**config.mk**
```make
export PLATFORM = sky130hd
export DESIGN_NAME = digital_input_latch_config
export DESIGN_NICKNAME = d
export VERILOG_FILES = /design/src/common/dlatch_pkg.sv /design/src/rtl/digital_input_latch_config.sv
export SDC_FILE = /design/constraint.sdc
export NUM_CORES = 1
export LEC_CHECK = 0
export BUFFER_PORTS_ARGS = -buffer_cell sky130_fd_sc_hd__buf_2
export CORE_UTILIZATION = 35
export DETAILED_ROUTE_END_ITERATION = 6
export PLACE_DENSITY = 0.57
export SKIP_LAST_GASP = 1
export SLEW_MARGIN = 15
export SYNTH_ARGS = -nofsm -noshare
export SYNTH_HDL_FRONTEND = slang
export SYNTH_SLANG_ARGS = --single-unit
```
**constraint.sdc**
```tcl
create_clock -name ref_clk_i -period 3.3 [get_ports ref_clk_i]
set_clock_uncertainty 0.2 [all_clocks]
set_input_delay 0.825 -clock ref_clk_i [delete_from_list [all_inputs] [get_ports ref_clk_i]]
set_output_delay 0.825 -clock ref_clk_i [all_outputs]
set_load 0.01 [all_outputs]
```
**src/common/dlatch_pkg.sv**
```systemverilog
// Purpose: Shared constants and types for the digital input latch block
// Assumes: Wishbone classic slave, 32-bit data, 16-bit setting words
// Notes:   Each setting word holds four hex digits; digit 0 is the lowest nibble
package dlatch_pkg;
   localparam int unsigned ADDR_W = 8;
   localparam int unsigned WORD_W = 16;
   // Register byte offsets
   localparam logic [7:0] OFS_CH4_POL  = 8'h00;
   localparam logic [7:0] OFS_CH4_FUNC = 8'h04;
   localparam logic [7:0] OFS_CH5_POL  = 8'h08;
   localparam logic [7:0] OFS_CH5_FUNC = 8'h0c;
   localparam logic [7:0] OFS_STATUS   = 8'h10;
   localparam logic [7:0] OFS_MASK     = 8'h14;
   localparam logic [7:0] OFS_LEVEL    = 8'h18;
   // Field positions inside a setting word
   localparam int unsigned POL_BIT  = 0;
   localparam int unsigned FUNC_BIT = 0;
   localparam int unsigned EDGE_BIT = 4;
   localparam logic [15:0] WORD_RST = 16'h0000;
   localparam logic [1:0]  EV_RST   = 2'h0;
   // Status/mask bit positions
   localparam int unsigned EV_CH4 = 0;
   localparam int unsigned EV_CH5 = 1;

   typedef struct packed {
      logic pol;
      logic latch;
      logic fall;
   } chan_cfg_t;
endpackage : dlatch_pkg

```
**src/rtl/digital_input_latch_config.sv**
```systemverilog
// Purpose: Two field inputs, each a plain digital input or timing latch
// Assumes: One 25 MHz clock; asynchronous active-low reset
// Notes:   Pins pass three flip-flops; a change counts when stages 2 and 3 agree
// How it works
// - Function digit: 0 plain input, 1 latch
// - Edge digit: 0 rising, 1 falling trigger
// - Channel five polarity digit inverts when 1
// - Channel five: separate polarity and function words
// - Channel four has separate function word
// - Channel four polarity digit, 0 positive
`timescale 1ns/1ps
module digital_input_latch_config (
   // Clock and reset
   input  wire logic        ref_clk_i,
   input  wire logic        rstn_i,
   // Wishbone classic slave
   input  wire logic        wb_cyc_i,
   input  wire logic        wb_stb_i,
   input  wire logic        wb_we_i,
   input  wire logic [7:0]  wb_adr_i,
   input  wire logic [3:0]  wb_sel_i,
   input  wire logic [31:0] wb_dat_i,
   output logic      [31:0] wb_dat_o,
   output logic             wb_ack_o,
   // Field pins
   input  wire logic        input_channel_four_i,
   input  wire logic        input_channel_five_i,
   // To capture logic and system
   output logic      [1:0]  di_level_o,
   output logic      [1:0]  latch_event_o,
   output logic             irq_o
);
   logic [15:0] chan_four_polarity_word_q;
   logic [15:0] chan_four_function_word_q;
   logic [15:0] chan_five_polarity_word_q;
   logic [15:0] chan_five_function_word_q;
   logic [1:0]  status_q;
   logic [1:0]  mask_q;
   logic [2:0]  sync4_q;
   logic [2:0]  sync5_q;
   logic [1:0]  stable_q;
   logic [1:0]  level_q;
   logic [1:0]  event_q;
   logic [31:0] rdata_q;
   logic        ack_q;

   // Bus decode
   wire         req       = wb_cyc_i & wb_stb_i & ~ack_q;
   // Writes land at the edge on which the master sees ack
   wire         wr_acc    = wb_cyc_i & wb_stb_i & ack_q & wb_we_i;
   wire         wr_lo     = wr_acc & wb_sel_i[0];
   wire         wr_hi     = wr_acc & wb_sel_i[1];
   wire         rd        = req & ~wb_we_i;
   wire         hit_c4p   = wb_adr_i == dlatch_pkg::OFS_CH4_POL;
   wire         hit_c4f   = wb_adr_i == dlatch_pkg::OFS_CH4_FUNC;
   wire         hit_c5p   = wb_adr_i == dlatch_pkg::OFS_CH5_POL;
   wire         hit_c5f   = wb_adr_i == dlatch_pkg::OFS_CH5_FUNC;
   wire         hit_stat  = wb_adr_i == dlatch_pkg::OFS_STATUS;
   wire         hit_mask  = wb_adr_i == dlatch_pkg::OFS_MASK;
   wire         hit_lvl   = wb_adr_i == dlatch_pkg::OFS_LEVEL;
   wire [1:0]   wmask     = {wr_hi, wr_lo};

   // Channel configuration from the setting words
   dlatch_pkg::chan_cfg_t cfg4;
   dlatch_pkg::chan_cfg_t cfg5;
   assign cfg4.pol   = chan_four_polarity_word_q[dlatch_pkg::POL_BIT];
   assign cfg4.latch = chan_four_function_word_q[dlatch_pkg::FUNC_BIT];
   assign cfg4.fall  = chan_four_function_word_q[dlatch_pkg::EDGE_BIT];
   assign cfg5.pol   = chan_five_polarity_word_q[dlatch_pkg::POL_BIT];
   assign cfg5.latch = chan_five_function_word_q[dlatch_pkg::FUNC_BIT];
   assign cfg5.fall  = chan_five_function_word_q[dlatch_pkg::EDGE_BIT];

   // Debounced raw level: only stages 2 and 3 are compared
   wire [1:0]   agree     = {sync5_q[1] ~^ sync5_q[2], sync4_q[1] ~^ sync4_q[2]};
   wire [1:0]   raw_next  = {agree[1] ? sync5_q[2] : stable_q[1],
                             agree[0] ? sync4_q[2] : stable_q[0]};
   wire [1:0]   pol_lvl   = raw_next ^ {cfg5.pol, cfg4.pol};
   wire [1:0]   rise      = pol_lvl & ~level_q;
   wire [1:0]   fall      = ~pol_lvl & level_q;
   wire [1:0]   is_latch  = {cfg5.latch, cfg4.latch};
   wire [1:0]   edge_sel  = {cfg5.fall, cfg4.fall};
   wire [1:0]   event_d   = is_latch & ((~edge_sel & rise) | (edge_sel & fall));
   // Set wins over the read-clear
   wire [1:0]   status_d  = (rd && hit_stat) ? event_d : (status_q | event_d);

   wire [31:0]  rdata_d   = hit_c4p  ? {16'h0000, chan_four_polarity_word_q} :
                            hit_c4f  ? {16'h0000, chan_four_function_word_q} :
                            hit_c5p  ? {16'h0000, chan_five_polarity_word_q} :
                            hit_c5f  ? {16'h0000, chan_five_function_word_q} :
                            hit_stat ? {30'h0, status_q} :
                            hit_mask ? {30'h0, mask_q} :
                            hit_lvl  ? {30'h0, level_q} : 32'h0000_0000;

   function automatic logic [15:0] wr16(input logic [15:0] old, input logic [1:0] m,
                                        input logic [15:0] d);
      wr16 = {m[1] ? d[15:8] : old[15:8], m[0] ? d[7:0] : old[7:0]};
   endfunction : wr16

   always_ff @(posedge ref_clk_i or negedge rstn_i) begin
      if (!rstn_i) begin
         chan_four_polarity_word_q <= dlatch_pkg::WORD_RST;
         chan_four_function_word_q <= dlatch_pkg::WORD_RST;
         chan_five_polarity_word_q <= dlatch_pkg::WORD_RST;
         chan_five_function_word_q <= dlatch_pkg::WORD_RST;
         mask_q                    <= dlatch_pkg::EV_RST;
      end else begin
         // reserved digits are stored as written; software keeps them zero
         if (hit_c4p) chan_four_polarity_word_q <= wr16(chan_four_polarity_word_q, wmask,
                                                        wb_dat_i[15:0]);
         if (hit_c4f) chan_four_function_word_q <= wr16(chan_four_function_word_q, wmask,
                                                        wb_dat_i[15:0]);
         if (hit_c5p) chan_five_polarity_word_q <= wr16(chan_five_polarity_word_q, wmask,
                                                        wb_dat_i[15:0]);
         if (hit_c5f) chan_five_function_word_q <= wr16(chan_five_function_word_q, wmask,
                                                        wb_dat_i[15:0]);
         if (hit_mask && wr_lo) mask_q <= wb_dat_i[1:0];
      end
   end

   always_ff @(posedge ref_clk_i or negedge rstn_i) begin
      if (!rstn_i) begin
         sync4_q  <= 3'h0;
         sync5_q  <= 3'h0;
         stable_q <= 2'h0;
         level_q  <= 2'h0;
         event_q  <= 2'h0;
         status_q <= 2'h0;
         ack_q    <= 1'b0;
         rdata_q  <= 32'h0000_0000;
      end else begin
         sync4_q  <= {sync4_q[1:0], input_channel_four_i};
         sync5_q  <= {sync5_q[1:0], input_channel_five_i};
         stable_q <= raw_next;
         level_q  <= pol_lvl;
         event_q  <= event_d;
         status_q <= status_d;
         ack_q    <= req;
         if (rd) rdata_q <= rdata_d;
      end
   end

   assign wb_ack_o      = ack_q;
   assign wb_dat_o      = rdata_q;
   assign di_level_o    = level_q;
   assign latch_event_o = event_q;
   assign irq_o         = |(status_q & mask_q);
endmodule : digital_input_latch_config

```
==> impl_results.md <==
* I/O pins at slightly below 90
* Crit path max-delay family: simple AND/OR/NAND/NOR gates
* Die X-Extent at 114 µm
* Final count of hold timing violations at 0
* Simple-gate share of the synthesized area at 0.132
* Post-DP HPWL at around 6500 µm
* Mapped Area at about 4400 µm²
* Antenna diodes at 0
* Slew margin rel. at 0.599
* Worst setup path category: in -> reg
* Syn Area/Cell at between 10 and 15 µm²
* Slew Limit Fails at 0
* Worst Path Max Fanout at 8
* Clk Latency, worst-skew pair at about 0.34 ns
* CTS tree: built
* Seq/Total Area, Yosys at 0.551
* PwrDens at about 470 nW/µm²
* Routed WL at ~9500 µm
* Post-synth top flop: dfrtp_1
* Maximum clock rate at a little over 0.4 GHz
* Number of flops mapped to enable cells by yosys at 0
* Main combinational cell family by area after synthesis: multiplexers
* Proportion of layout cells with a drive suffix above 1 at 0.374
* Critical Path AT at 2.48 ns
* Critical path buffers and inverters at 1
* Initial antenna violation count at 0
* Least-Margin Pin Slew at ~0.6 ns
* Synth Area in XOR/XNOR at 0.00398
* Via Count at ~3,000
* Syn. warnings at 0
* Clock power share at 0.396
* Yosys cell types at between 40 and 50
* CTS H-tree depth at 3
* Synthesis-stage register bit count at 97
* Detail Route Antenna Nets at 0
* Startpoint types: primary input
* Finished Cell Area at 5120 µm²
* Internal power at about 0.0018 W
* Starting Density at 0.362
* Slowest stage delay, CP at ~0.51 ns
* Layout area overhead at 16.3%
* GRT overflow at 0
* Switching pwr at roughly 0.00058 W
* Cell taking the most area after synthesis: dfrtp_1
* Worst Path Required at about 3.3 ns
* Clk slew on worst S/H paths at 0.06 ns
* Post-CTS Hold Fix Bufs at 0
* Synthesized instance count at between 300 and 400
* Drt drc at 0
* Setup bufs post-CTS at 0
* Register share of total power at 0.515
* Clock tree sinks at 97
* Synth Area in Adders at 0.00454
* Setup TNS Final at 0 ns
* RSZ-0062 raised after global routing: no
* Hold Crit Class: reg -> reg
* Post-Place Cells at 585
* First-pass GRT wire length at between 15,000 and 20,000 µm
* Cell Count, Final, Fillers Out at 598
* Switch share at 0.239
* 1st-pass router iterations at 4
* Fillcell total at ~1,200
* Placement Setup Slack at 0.506 ns
* Die height at approximately 110 µm
* Peak supply drop at 0.364 mV
* Placed cell areas at 4850 µm²
* Synth area leaders: dfrtp_1 (55%), mux2_2 (17%), a21oi_1 (3.5%), buf_4 (2.7%), nor2_1 (2.6%)
* Largest net degree at the start of global routing at 48
* P_leak at roughly 2.5 nW
* DR WL/cell at about 16 µm
* Status: finished clean
* Core area at between 10,000 and 15,000 µm²
* Share of the synthesized area in the top cell type at 0.551
* Num rows at 40
* Mux cell area share after synthesis at 0.174
* Period utilisation layout at 0.743
* Worst-path cell chain: buf_2, nor4_4, nand2_2, nor3_4, mux2_2
* Vias in the first global route at 3,044
* Max cap viols at 0
* Clk root buf: clkbuf_16
* Top cells by instance count after synthesis: dfrtp_1 (97), mux2_2 (66), a21oi_1 (31), nor2_1 (31)
* Crit. End Element: flop
* Max clock buf depth at 2
* Buffers on Ports at 54
* Comb pwr share at 0.089
* Post-synthesis async set-or-reset flop share at 1.00
* Top-count cell post-synth: dfrtp_1
* Num CTS Buffers at 9
* Crit-path slowest cell: nor3_4
* Hold Slack at 0.148 ns
* Worst Slack Setup Final at approximately 0.85 ns
* Via density at 4.98
* DRT iter0 DRCs at between 100 and 150
* Min Tclk post-route at approximately 2.5 ns
* Die Area at 13,000 µm²
* Total Routing Usage GR at 0.162
* Final setup fails at 0
* Synth Area in Compound Gates at 0.0869
* Nets at 479
* Post_cts resized at 0
* Routability Congestion at between 0.7 and 0.8
[per-layer routing]
metal	GRT usage	vias to the layer above	part of all wire
met1	0.210	1487	0.46
met5	0	-	0
met3	0.0445	15	0.052
met4	0.0554	0	0.014
met2	0.260	83	0.47
li1	-	1393	-
[cell type report]
cell class,instances,area (µm²),share of cell area
clock buffers,11,253,0.0493
clock inverters,2,16.3,0.00317
inverters,8,30.0,0.00586
multi-input cells,247,1830,0.358
flip-flops and latches,97,2430,0.474
well taps,168,210,0.0410
repair buffers,65,355,0.0694
[layout by cell type (no fill, tap or decap), types with 9 or more instances in the layout]
cell type	instances
clkbuf_16	9
buf_2	53
nor3_1	14
a22oi_1	13
mux2_2	66
a21oi_1	31
nand2b_1	16
conb_1	16
dfrtp_1	97
buf_4	12
nor2_1	31
[metrics by stage]
stage                     utilization  total power (W)
after floorplan                     -          0.00139
after global placement          0.399          0.00149
after detailed placement        0.399          0.00149
after CTS                       0.421          0.00247
after global routing            0.421          0.00255
final                           0.421          0.00243
[sequential cells by signal, indices dropped and copies added (netlist names)]
name / flops
wb_ack_o: 1
di_level_o: 2
sync5_q: 3
chan_four_polarity_word_q: 16
latch_event_o: 2
chan_five_function_word_q: 16
chan_five_polarity_word_q: 16
status_q: 2
chan_four_function_word_q: 16
mask_q: 2
sync4_q: 3
stable_q: 2
wb_dat_o: 16
[logic make-up (layout without fill, tap and decap cells)]
family | Yosys count | after routing
compound gates | 61 | 61
buf+inv | 38 | 86
flops | 97 | 97
mux | 67 | 67
other cells | 1 | 16
simple gates | 99 | 99
fa+ha+maj | 2 | 2
xor+xnor | 2 | 2
[worst paths after layout]
| kind | startpoint | to | slack, ns | depth (start not counted) |
|---|---|---|---|---|
| max in group asynchronous | rstn_i | wb_dat_o[10] | 1.86 | 2 |
| worst min register to register | sync5_q[0] | sync5_q[1] | 0.15 | 0 |
| worst max register to register | wb_ack_o | chan_five_polarity_word_q[7] | 1.23 | 5 |
| worst min-delay path | sync5_q[0] | sync5_q[1] | 0.15 | 0 |
| worst max-delay path | wb_adr_i[4] | chan_five_polarity_word_q[11] | 0.85 | 5 |
| min in group asynchronous | rstn_i | sync5_q[0] | 0.28 | 1 |
[power by group through the flow]
stage / Clock [W] / Sequential [W] / Combinational [W]
after floorplan: 0 / 0.00129 / 0.000100
after global placement: 0 / 0.00127 / 0.000216
after global routing: 0.00105 / 0.00126 / 0.000245
after detailed placement: 0 / 0.00128 / 0.000219
final: 0.000963 / 0.00125 / 0.000216
after CTS: 0.000999 / 0.00125 / 0.000221
[worst register-to-register path, delay by kind of cell, from the launching register on]
kind | cells | cell delay, ns
muxes | 1 | 0.40
DFF | 1 | 0.39
and+or+nand+nor | 4 | 0.97
Note: power is estimated with default switching activity, not from simulation.
